### config.mk
export PLATFORM = sky130hd
export DESIGN_NAME = bridge_command_error_irq_ctl
export DESIGN_NICKNAME = d
export VERILOG_FILES = /design/src/verilog/cmd_err_pkg.sv /design/src/verilog/bridge_command_error_irq_ctl.sv /design/src/verilog/msg_fwd.sv
export VERILOG_INCLUDE_DIRS = /design/src /design/src/verilog
export SDC_FILE = /design/constraint.sdc
export NUM_CORES = 1
export LEC_CHECK = 0
export BUFFER_PORTS_ARGS = -buffer_cell sky130_fd_sc_hd__buf_2
export CORE_ASPECT_RATIO = 0.9
export CORE_MARGIN = 2
export CORE_UTILIZATION = 38
export CTS_CLUSTER_DIAMETER = 150
export DETAILED_ROUTE_END_ITERATION = 6
export GPL_TIMING_DRIVEN = 0
export HOLD_SLACK_MARGIN = 0.05
export MAX_ROUTING_LAYER = met4
export PLACE_DENSITY = 0.78
export SLEW_MARGIN = 20
export SYNTH_ARGS = -nofsm -noshare
export SYNTH_HDL_FRONTEND = slang
export SYNTH_SLANG_ARGS = --single-unit
### constraint.sdc
create_clock -name clk_sys_i -period 1.7 [get_ports clk_sys_i]
set_input_delay 0 -clock clk_sys_i [delete_from_list [all_inputs] [get_ports clk_sys_i]]
set_output_delay 0 -clock clk_sys_i [all_outputs]
set_load 0.005 [all_outputs]
### src/verilog/cmd_err_regs.svh
/*
 * register offsets, field positions and reset values for the bridge command/status bank.
 * assumes inclusion by bare name; definitions only.
 */
`ifndef CMD_ERR_REGS_SVH
`define CMD_ERR_REGS_SVH
`define CMD_OFFSET        12'h004
`define STS_OFFSET        12'h006
`define CMD_PALETTE_BIT   5
`define CMD_PERR_BIT      6
`define CMD_STEP_BIT      7
`define CMD_SERR_BIT      8
`define CMD_FAST_BACK_TO_BACK_EN_BIT      9
`define CMD_IRQDIS_BIT    10
`define CMD_RW_MASK       16'h0540
`define CMD_RESET         16'h0000
`define STS_MDPE_BIT      8
`define STS_SSE_BIT       14
`define STS_RESET         16'h0000
`endif

### src/verilog/cmd_err_pkg.sv
/*
 * types shared by the command/error bank.
 * assumes cmd_err_regs.svh supplies the numbers.
 */
package cmd_err_pkg;
   typedef struct packed {
      logic        wr;
      logic        rd;
      logic [11:0] addr;
      logic [15:0] wdata;
   } cfg_req_type;
   typedef struct packed {
      logic nonfatal;
      logic fatal;
      logic corr;
   } err_msg_type;
endpackage : cmd_err_pkg

### src/verilog/bridge_command_error_irq_ctl.sv
/*
 * upper command-register controls of a switch bridge: poisoned TLP logging,
 * error reporting and forwarding, own INTx masking, plus the two status flags.
 * assumes config access as one-cycle rd/wr strobes on clk_sys_i, same domain.
 */
`timescale 1ns/1ps
`include "cmd_err_regs.svh"
module bridge_command_error_irq_ctl
   import cmd_err_pkg::*;
(
   input  wire logic        clk_sys_i,        // 40 MHz system clock
   input  wire logic        rst_i,            // sync reset, active high
   input  wire logic        ce_i,             // clock enable
   input  wire cfg_req_type cfg_i,            // config read/write request
   output      logic [15:0] cfg_rdata_o,      // config read data
   output      logic        cfg_rvalid_o,     // read data valid
   input  wire logic        poison_cpl_dn_i,  // poisoned completion downstream
   input  wire logic        poison_req_up_i,  // poisoned request upstream
   input  wire logic        det_nonfatal_i,   // bridge detected nonfatal
   input  wire logic        det_fatal_i,      // bridge detected fatal
   input  wire logic        dev_nonfatal_en_i,// device control nonfatal enable
   input  wire logic        dev_fatal_en_i,   // device control fatal enable
   input  wire err_msg_type sec_msg_i,        // secondary error messages
   input  wire logic [3:0]  sec_intx_i,       // secondary INTx levels
   input  wire logic        own_intx_i,       // bridge's own interrupt request
   output      err_msg_type pri_msg_o,        // forwarded messages to primary
   output      err_msg_type own_msg_o,        // bridge's own error messages
   output      logic [3:0]  pri_intx_o,       // forwarded INTx to primary
   output      logic        own_intx_o,       // resolved own INTx
   output      logic        perr_en_o,        // parity response enable
   output      logic        serr_en_o,        // error report enable
   output      logic        irq_dis_o         // interrupt disable
);
   logic [15:0] cmd_r, cmd_nxt;
   logic [15:0] sts_r, sts_nxt;
   logic [15:0] rdata_r, rdata_nxt;
   logic        rvalid_r, rvalid_nxt;
   err_msg_type own_r, own_nxt;
   logic        intx_r, intx_nxt;
   logic        perr_en, serr_en, irq_dis;
   logic        mdpe_set, sse_set;

   function automatic logic hit(input logic [11:0] a, input logic [11:0] off);
      hit = (a == off);
   endfunction : hit

   assign perr_en = cmd_r[`CMD_PERR_BIT];
   assign serr_en = cmd_r[`CMD_SERR_BIT];
   assign irq_dis = cmd_r[`CMD_IRQDIS_BIT];

   always_comb begin
      own_nxt.corr     = 1'b0;
      own_nxt.nonfatal = det_nonfatal_i & (serr_en | dev_nonfatal_en_i);
      own_nxt.fatal    = det_fatal_i & (serr_en | dev_fatal_en_i);
      // masked ahead of the register: the resolved state drops one cycle after the write
      intx_nxt         = own_intx_i & ~irq_dis;
   end

   // status flag sources; set beats a same-cycle write-one clear
   assign mdpe_set = perr_en & (poison_cpl_dn_i | poison_req_up_i);
   assign sse_set  = serr_en & (own_nxt.nonfatal | own_nxt.fatal);

   always_comb begin
      cmd_nxt    = cmd_r;
      sts_nxt    = sts_r;
      rdata_nxt  = rdata_r;
      rvalid_nxt = 1'b0;
      if (cfg_i.wr && hit(cfg_i.addr, `CMD_OFFSET)) begin
         // only three control bits take writes
         cmd_nxt = cfg_i.wdata & `CMD_RW_MASK;
      end
      if (cfg_i.wr && hit(cfg_i.addr, `STS_OFFSET)) begin
         if (cfg_i.wdata[`STS_MDPE_BIT]) sts_nxt[`STS_MDPE_BIT] = 1'b0;
         if (cfg_i.wdata[`STS_SSE_BIT])  sts_nxt[`STS_SSE_BIT]  = 1'b0;
      end
      if (mdpe_set) sts_nxt[`STS_MDPE_BIT] = 1'b1;
      if (sse_set)  sts_nxt[`STS_SSE_BIT]  = 1'b1;
      // read data is held between reads; only rvalid marks a fresh word
      if (cfg_i.rd) begin
         rvalid_nxt = 1'b1;
         if (hit(cfg_i.addr, `CMD_OFFSET))      rdata_nxt = cmd_r & `CMD_RW_MASK;
         else if (hit(cfg_i.addr, `STS_OFFSET)) rdata_nxt = sts_r;
         else                                   rdata_nxt = 16'h0000;
      end
   end

   // reset ignores the clock enable so a frozen block still comes up clean
   always_ff @(posedge clk_sys_i) begin
      if (rst_i) begin
         cmd_r    <= `CMD_RESET;
         sts_r    <= `STS_RESET;
         rdata_r  <= 16'h0000;
         rvalid_r <= 1'b0;
         own_r    <= '0;
         intx_r   <= 1'b0;
      end else if (ce_i) begin
         cmd_r    <= cmd_nxt;
         sts_r    <= sts_nxt;
         rdata_r  <= rdata_nxt;
         rvalid_r <= rvalid_nxt;
         own_r    <= own_nxt;
         intx_r   <= intx_nxt;
      end
   end

   // forwarded traffic gets the same one-cycle stage as the bridge's own messages
   msg_fwd u_fwd (
      .clk_sys_i  (clk_sys_i),
      .rst_i      (rst_i),
      .ce_i       (ce_i),
      .serr_en_i  (serr_en),
      .sec_msg_i  (sec_msg_i),
      .sec_intx_i (sec_intx_i),
      .pri_msg_o  (pri_msg_o),
      .pri_intx_o (pri_intx_o)
   );

   assign cfg_rdata_o  = rdata_r;
   assign cfg_rvalid_o = rvalid_r;
   assign own_msg_o    = own_r;
   assign own_intx_o   = intx_r;
   assign perr_en_o    = perr_en;
   assign serr_en_o    = serr_en;
   assign irq_dis_o    = irq_dis;

   // checks
   mdpe_gate_a: assert property (@(posedge clk_sys_i) disable iff (rst_i)
      ce_i && !perr_en && !$past(sts_r[`STS_MDPE_BIT]) && !sts_r[`STS_MDPE_BIT]
      |=> !sts_r[`STS_MDPE_BIT]) else $error("parity flag set while disabled");
   mdpe_set_a: assert property (@(posedge clk_sys_i) disable iff (rst_i)
      ce_i && mdpe_set |=> sts_r[`STS_MDPE_BIT]) else $error("parity flag missed");
   err_report_a: assert property (@(posedge clk_sys_i) disable iff (rst_i)
      ce_i && det_fatal_i && serr_en |=> own_msg_o.fatal) else $error("fatal not reported");
   fwd_gate_a: assert property (@(posedge clk_sys_i) disable iff (rst_i)
      ce_i && sec_msg_i.fatal && !serr_en |=> !pri_msg_o.fatal)
      else $error("fatal forwarded while disabled");
   corr_fwd_a: assert property (@(posedge clk_sys_i) disable iff (rst_i)
      ce_i && sec_msg_i.corr |=> pri_msg_o.corr) else $error("correctable dropped");
   intx_mask_a: assert property (@(posedge clk_sys_i) disable iff (rst_i)
      ce_i && irq_dis |=> !own_intx_o) else $error("own INTx not negated");
   intx_pass_a: assert property (@(posedge clk_sys_i) disable iff (rst_i)
      ce_i |=> pri_intx_o == $past(sec_intx_i)) else $error("forwarded INTx altered");
   ro_bits_a: assert property (@(posedge clk_sys_i) disable iff (rst_i)
      cmd_r[`CMD_PALETTE_BIT] == 1'b0 && cmd_r[`CMD_STEP_BIT] == 1'b0
      && cmd_r[`CMD_FAST_BACK_TO_BACK_EN_BIT] == 1'b0) else $error("read-only bit set");
   reset_val_a: assert property (@(posedge clk_sys_i)
      rst_i |=> cmd_r == 16'h0000) else $error("command not cleared");
   sse_set_a: assert property (@(posedge clk_sys_i) disable iff (rst_i)
      ce_i && serr_en && det_nonfatal_i |=> sts_r[`STS_SSE_BIT])
      else $error("system error flag missed");
   rsvd_read_a: assert property (@(posedge clk_sys_i) disable iff (rst_i)
      cfg_rvalid_o |-> cfg_rdata_o[15:11] == 5'h00 || $past(cfg_i.addr) != `CMD_OFFSET)
      else $error("reserved bits read nonzero");

   // own reports, own INTx and forwarding
   nf_report_a: assert property (@(posedge clk_sys_i) disable iff (rst_i)
      ce_i && det_nonfatal_i && dev_nonfatal_en_i |=> own_msg_o.nonfatal)
      else $error("nonfatal not reported");
   no_report_a: assert property (@(posedge clk_sys_i) disable iff (rst_i)
      ce_i && det_fatal_i && !serr_en && !dev_fatal_en_i |=> !own_msg_o.fatal)
      else $error("fatal reported while disabled");
   nf_fwd_a: assert property (@(posedge clk_sys_i) disable iff (rst_i)
      ce_i && sec_msg_i.nonfatal && serr_en |=> pri_msg_o.nonfatal)
      else $error("nonfatal not forwarded");
   nf_gate_a: assert property (@(posedge clk_sys_i) disable iff (rst_i)
      ce_i && sec_msg_i.nonfatal && !serr_en |=> !pri_msg_o.nonfatal)
      else $error("nonfatal forwarded while disabled");
   fatal_fwd_a: assert property (@(posedge clk_sys_i) disable iff (rst_i)
      ce_i && sec_msg_i.fatal && serr_en |=> pri_msg_o.fatal)
      else $error("fatal not forwarded");
   intx_own_a: assert property (@(posedge clk_sys_i) disable iff (rst_i)
      ce_i && !irq_dis |=> own_intx_o == $past(own_intx_i))
      else $error("own INTx lost while enabled");

   // register access
   cmd_write_a: assert property (@(posedge clk_sys_i) disable iff (rst_i)
      ce_i && cfg_i.wr && hit(cfg_i.addr, `CMD_OFFSET)
      |=> irq_dis_o == $past(cfg_i.wdata[`CMD_IRQDIS_BIT])
      && serr_en_o == $past(cfg_i.wdata[`CMD_SERR_BIT])
      && perr_en_o == $past(cfg_i.wdata[`CMD_PERR_BIT]))
      else $error("control write lost");
   rvalid_a: assert property (@(posedge clk_sys_i) disable iff (rst_i)
      ce_i && cfg_i.rd |=> cfg_rvalid_o)
      else $error("read not answered");
   unmapped_a: assert property (@(posedge clk_sys_i) disable iff (rst_i)
      ce_i && cfg_i.rd && !hit(cfg_i.addr, `CMD_OFFSET) && !hit(cfg_i.addr, `STS_OFFSET)
      |=> cfg_rdata_o == 16'h0000)
      else $error("unmapped read nonzero");
   freeze_a: assert property (@(posedge clk_sys_i) disable iff (rst_i)
      !ce_i |=> $stable(cmd_r) && $stable(sts_r) && $stable(cfg_rvalid_o))
      else $error("state moved while clock disabled");

   // sticky status flags
   mdpe_clear_a: assert property (@(posedge clk_sys_i) disable iff (rst_i)
      ce_i && !mdpe_set && cfg_i.wr && hit(cfg_i.addr, `STS_OFFSET)
      && cfg_i.wdata[`STS_MDPE_BIT] |=> !sts_r[`STS_MDPE_BIT])
      else $error("parity flag not cleared");
   mdpe_hold_a: assert property (@(posedge clk_sys_i) disable iff (rst_i)
      ce_i && sts_r[`STS_MDPE_BIT] && !(cfg_i.wr && hit(cfg_i.addr, `STS_OFFSET)
      && cfg_i.wdata[`STS_MDPE_BIT]) |=> sts_r[`STS_MDPE_BIT])
      else $error("parity flag dropped");
   sse_clear_a: assert property (@(posedge clk_sys_i) disable iff (rst_i)
      ce_i && !sse_set && cfg_i.wr && hit(cfg_i.addr, `STS_OFFSET)
      && cfg_i.wdata[`STS_SSE_BIT] |=> !sts_r[`STS_SSE_BIT])
      else $error("system error flag not cleared");
   sse_hold_a: assert property (@(posedge clk_sys_i) disable iff (rst_i)
      ce_i && sts_r[`STS_SSE_BIT] && !(cfg_i.wr && hit(cfg_i.addr, `STS_OFFSET)
      && cfg_i.wdata[`STS_SSE_BIT]) |=> sts_r[`STS_SSE_BIT])
      else $error("system error flag dropped");
   sse_only_a: assert property (@(posedge clk_sys_i) disable iff (rst_i)
      ce_i && !serr_en && !sts_r[`STS_SSE_BIT] |=> !sts_r[`STS_SSE_BIT])
      else $error("system error flag set while disabled");

   cov_mdpe_c: cover property (@(posedge clk_sys_i) mdpe_set);
   cov_sse_c: cover property (@(posedge clk_sys_i) sse_set);
   cov_mask_c: cover property (@(posedge clk_sys_i) irq_dis && own_intx_i);
   cov_fwd_c: cover property (@(posedge clk_sys_i) pri_msg_o.nonfatal);
   cov_set_clr_c: cover property (@(posedge clk_sys_i)
      mdpe_set && cfg_i.wr && hit(cfg_i.addr, `STS_OFFSET));
endmodule : bridge_command_error_irq_ctl

### src/verilog/msg_fwd.sv
/*
 * forwards error messages and INTx from secondary to primary, registered.
 * assumes one-cycle message pulses on the same clock.
 */
`timescale 1ns/1ps
module msg_fwd
   import cmd_err_pkg::*;
(
   input  wire logic        clk_sys_i,   // system clock
   input  wire logic        rst_i,       // sync reset
   input  wire logic        ce_i,        // clock enable
   input  wire logic        serr_en_i,   // error report enable
   input  wire err_msg_type sec_msg_i,   // messages from secondary
   input  wire logic [3:0]  sec_intx_i,  // forwarded INTx levels
   output      err_msg_type pri_msg_o,   // messages to primary
   output      logic [3:0]  pri_intx_o   // INTx to primary
);
   err_msg_type msg_r, msg_nxt;
   logic [3:0]  intx_r, intx_nxt;
   always_comb begin
      msg_nxt.corr     = sec_msg_i.corr;
      msg_nxt.nonfatal = sec_msg_i.nonfatal & serr_en_i;
      msg_nxt.fatal    = sec_msg_i.fatal & serr_en_i;
      intx_nxt         = sec_intx_i;
   end
   always_ff @(posedge clk_sys_i) begin
      if (rst_i) begin
         msg_r  <= '0;
         intx_r <= 4'h0;
      end else if (ce_i) begin
         msg_r  <= msg_nxt;
         intx_r <= intx_nxt;
      end
   end
   assign pri_msg_o  = msg_r;
   assign pri_intx_o = intx_r;
endmodule : msg_fwd

* Yosys cells after proc, flatten, opt, wreduce, memory -nomap -nowiden
Index checks and enable logic that the tools add are counted.
Cells by class: mux-type cells 9, bitwise logic cells 12, reductions and logical operators 10, equal/unequal tests 2
Operators with widths (number):
- $mux W15 | 2
- $eq A12 B3 Y1 const B | 2
- $reduce_bool A2 Y1 | 4
- $and A1 B1 Y1 | 7
- $mux W1 | 7
- $reduce_and A3 Y1 | 2
- $or A1 B1 Y1 | 4
- $reduce_and A2 Y1 | 2
- $logic_and A1 B1 Y1 | 2
- $not A1 Y1 | 1
Storage, ports and cells: flip-flop bits (word level) 32, output and inout port bits 31, input bits 47, word-level logic and storage cells 45

* Logic depth before layout (Yosys ltp)
depth in word-level cells 6, depth in mapped cells 4, mapped depth without buffers 3

* By module
A second synthesis with hierarchy kept.
Unflattened totals: cell total of the unflattened synthesis 108, area total of the unflattened synthesis 1004.7 um^2
Modules (own cells, without submodules):
- bridge_command_error_irq_ctl | cells each 84, seq. area each 260.2 um^2, times used 1, area an instance 752.0 um^2
- msg_fwd | cells each 24, seq. area each 140.1 um^2, times used 1, area an instance 252.7 um^2

* Least setup slack after synthesis
OpenSTA, ideal clock, no wires.
path type input -> register, from in cfg_i[26] in the netlist's numbering, to reg rdata_r[10], in the netlist cfg_rdata_o[10], buffers on the path 0, library setup time 0.067 ns, data arrival time 1.218 ns, data required time 1.633 ns, path slack 0.415 ns, cell stages on the path 3, path through or4b_4 or4_4 o21ai_2
On the way: longest elaborated chain between the ends 2
RTL lines:
- start, declared | RTL line bridge_command_error_irq_ctl.sv:14 | input wire cfg_req_type cfg_i,
- $eq A12 B3 Y1 | RTL line bridge_command_error_irq_ctl.sv:44 | hit = (a == off);
- $mux W15 | RTL line bridge_command_error_irq_ctl.sv:81 | if (hit(cfg_i.addr, `CMD_OFFSET)) rdata_nxt = cmd_r & `CMD_RW_MASK;
- end signal, assigned | RTL line bridge_command_error_irq_ctl.sv:99 | rdata_r <= rdata_nxt;
- end, declared | RTL line bridge_command_error_irq_ctl.sv:36 | logic [15:0] rdata_r, rdata_nxt;
No other way between the ends. A chain may end at the register's enable or synchronous reset.

* Final worst setup path
from in cfg_i[17] in the netlist's numbering, to reg rdata_r[6], in the netlist cfg_rdata_o[6]
Same word-level chain as after synthesis.

==> impl_results.md <==
- Result of the run: finished clean
- Die extent in y: 52.5 um
- Clk Latency, worst-skew pair: 0.30 ns
- Most common cell in the netlist: dfxtp_1
- Share of the clock period used by the worst path after layout: 0.897
- Sum of routed wire length over all layers: 2860 um
- Arr. time, crit path: 1.78 ns
- Last weighted congestion value of the routability-driven placer: 0.713
- CTS root buf: clkbuf_4
- Total of endpoints with negative setup slack in the final report: 0
- Synth Warn #: 0
- Slowest Stage Delay on Critical Path: 0.53 ns
- Maximum fanout along the worst path: 5
- Worst IR Drop VDD: roughly 0.00055 V
- Overflow after GRT: 0
- Number of placed I/O pins: 78
- Reg clk slew, reported paths: 0.12 ns
- Largest net degree at the start of global routing: 13
- Netlist cell types: 26
- Fin Clk Skew: around 0.0094 ns
- Max stage delay cell, worst path: or4bb_1
- Number of standard cells in the layout, taps in and fillers out: 224
- Relative contribution of sequential cells to total power: 0.461
- Chip Width: 57.9 um
- Yosys top cell area share: 0.404
- Final antenna diode count: 0
- Required time of the worst setup path: 1.95 ns
- Via/cell ratio: between 4 and 5
- Row Count: 17
- Final-layout worst hold slack: about 0.11 ns
- Commonest register cell after synthesis: dfxtp_1
- Global-route wire length before repair: between 4000 and 5000 um
- 1st-pass router iterations: 4
- Fillers: around 210
- Port Buffers: 52
- Critical Path, Cell by Cell: dlygate4sd3_1 > buf_2 > or4bb_1 > or4_4 > o21ai_2
- Switching part of the total power: 0.215
- Area of the die: 3040 um2
- Core area: 2470 um2
- Setup TNS after final layout: 0 ns
- Overall Global Routing Usage: 0.209
- Part of the power in the clock network: 0.370
- Element type at the critical path start: input pin
- Num Clock Sinks: 20
- DR WL/cell: 12.8 um
- Placed Cells incl. Taps: 199
- Worst hold path type: input pin to register
- Clock period minus final worst setup slack: approximately 1.5 ns
- Kind of end point of the critical path: register
- Total clock buffers created by CTS: 3
- Leakage Power: 0.794 nW
- Setup repair after global routing missed its margin: false
- Total count of hold-check failures in the final report: 0
- Summed instance area of the synthesized netlist: approximately 990 um2
- Async SR Flop Fraction: 0
- Buffer count from post-CTS setup fixing: 0
- Power Internal: 827 uW
- Max-slew violation total from the final report: 0
- Number of buffers between clock root and the deepest sink: 2
- Part of the Yosys area used for sequential elements: 0.404
- P_sw: 227 uW
- WP buf/inv: 2
- Area leader, netlist: dfxtp_1
- Post-Syn Instances: ~110
- Dominant cells by area after synthesis: dfxtp_1 40%, buf_4 9.8%, mux2i_1 9.1%
- Number of enable flip-flop cells after synthesis: 0
- Number of remaining DRC errors: 0
- Placed wire-length estimate after detailed placement: around 2000 um
- Crit Path Class: input pin to register
- Category of cells accounting for the largest share of critical-path delay: simple AND/OR/NAND/NOR gates
- Most common library cells after synthesis: 20 x dfxtp_1, 13 x buf_4, 12 x nand2b_1, 9 x a21oi_1, 9 x mux2i_1
- TritonCTS clock tree: done
- Max Cap Viol: 0
- Achievable clock frequency: about 0.66 GHz
- Relative contribution of combinational cells to total power: 0.169
- Flops & latches, synth: 20
- Share of post-route cells with drive strength above 1: 0.393
- Synthesized area divided by synthesized cell count: 9.27 um2
- Power per cell area: about 660 nW/um2
- Post-layout net count: 244
- Area growth syn-to-layout: 60.9%
- Deepest level of the CTS H-tree: 1
- Number of antenna violations at the first check in global routing: 0
- Count of routing violations after the opening detailed-route iteration: 15
- Initial Utilization: 0.402
- Vias in the first global route: 1006
- Antenna Violating Nets Remaining: 0
- Via count: roughly 1.0k
==> metrics by stage <==
stage	setup slack, ns	util	instance area [um2]	power (mW)
2_1_floorplan	0.415	-	1040	0.570
3_3_place_gp	0.292	0.540	1330	0.628
3_5_place_dp	0.271	0.540	1330	0.632
4_1_cts	0.146	0.647	1600	1.05
5_1_grt	0.160	0.647	1600	1.09
6_report	0.176	0.647	1600	1.05
==> power by group through the flow <==
stage / Combinational [mW] / Clock [mW] / Sequential (mW)
floorplan: 0.0727 / 0 / 0.497
global placement: 0.133 / 0 / 0.495
detailed placement: 0.137 / 0 / 0.496
CTS: 0.173 / 0.394 / 0.485
global route: 0.193 / 0.413 / 0.487
finish: 0.178 / 0.390 / 0.485
==> state kept, by name (all words and copies together) (netlist names) <==
register,flops
u_fwd.pri_intx_o,4
cfg_rdata_o,4
u_fwd.pri_msg_o,3
own_msg_o,2
cmd_r,3
sts_r,2
cfg_rvalid_o,1
own_intx_o,1
==> routing by layer <==
| layer | up-vias | routed length, um | track usage |
|---|---|---|---|
| met5 | - | 0 | - |
| met2 | 47 | 1510 | 0.392 |
| met4 | 0 | 86 | 0.116 |
| li1 | 523 | - | - |
| met1 | 463 | 1090 | 0.210 |
| met3 | 10 | 170 | 0.0272 |
==> placed cells by master (no fill, tap or decap), types with 2 or more instances in the layout <==
cell type	instances
a21oi_1	9
buf_2	52
buf_4	13
clkbuf_1	3
clkbuf_4	3
conb_1	13
dfxtp_1	20
dlygate4sd3_1	21
inv_1	2
mux2i_1	9
nand2_1	6
nand2b_1	12
nand3_1	4
nor2_1	5
nor2b_1	2
o211a_1	2
o211ai_1	2
o21ai_2	2
o21bai_1	2
o31ai_1	2
or3_1	2
or4_4	2
==> area by class of cell <==
cell class / count / area [um2] / share of cell area
plain buffers: 17 / 114 / 0.0713
clock buffers: 3 / 22.5 / 0.0141
clock inverters: 1 / 30.0 / 0.0188
inverters: 2 / 7.51 / 0.00470
multi-input cells: 80 / 517 / 0.324
flip-flops and latches: 20 / 400 / 0.251
well taps: 28 / 35.0 / 0.0219
repair buffers: 73 / 470 / 0.295
==> logic make-up after synthesis <==
logic type | synth area share
other | 0.00378
muxes | 0.0908
buffers and inverters | 0.121
DFF | 0.404
AOI/OAI and AO/OA | 0.129
and+or+nand+nor | 0.252
==> worst register-to-register path: cells and delay by family, from the launching register on <==
family,cells,cell delay [ns]
buffers and inverters,1,0.58
flip-flops,1,0.49
AO/OA/AOI/OAI,2,0.29
==> repair_timing <==
item	in CTS	in global routing
hold buffers	21	0
hold endpoints to repair	18	0
setup endpoints to repair	0	1
gates resized for setup	0	1
==> path summary, 6_finish.rpt <==
check | start | endpoint | slack [ns] | cells past startpoint
setup / recovery | cfg_i[17] | cfg_rdata_o[6]$_SDFFE_PP0P_ | 0.18 | 5
setup reg to reg | cmd_r[8]$_SDFFE_PP0P_ | own_msg_o[1]$_SDFFE_PP0P_ | 0.29 | 3
hold / removal | cfg_i[29] | sts_r[14]$_SDFFE_PP0P_ | 0.11 | 4
hold reg to reg | cfg_rdata_o[10]$_SDFFE_PP0P_ | cfg_rdata_o[10]$_SDFFE_PP0P_ | 0.46 | 2
Note: power is estimated with default switching activity, not from simulation.
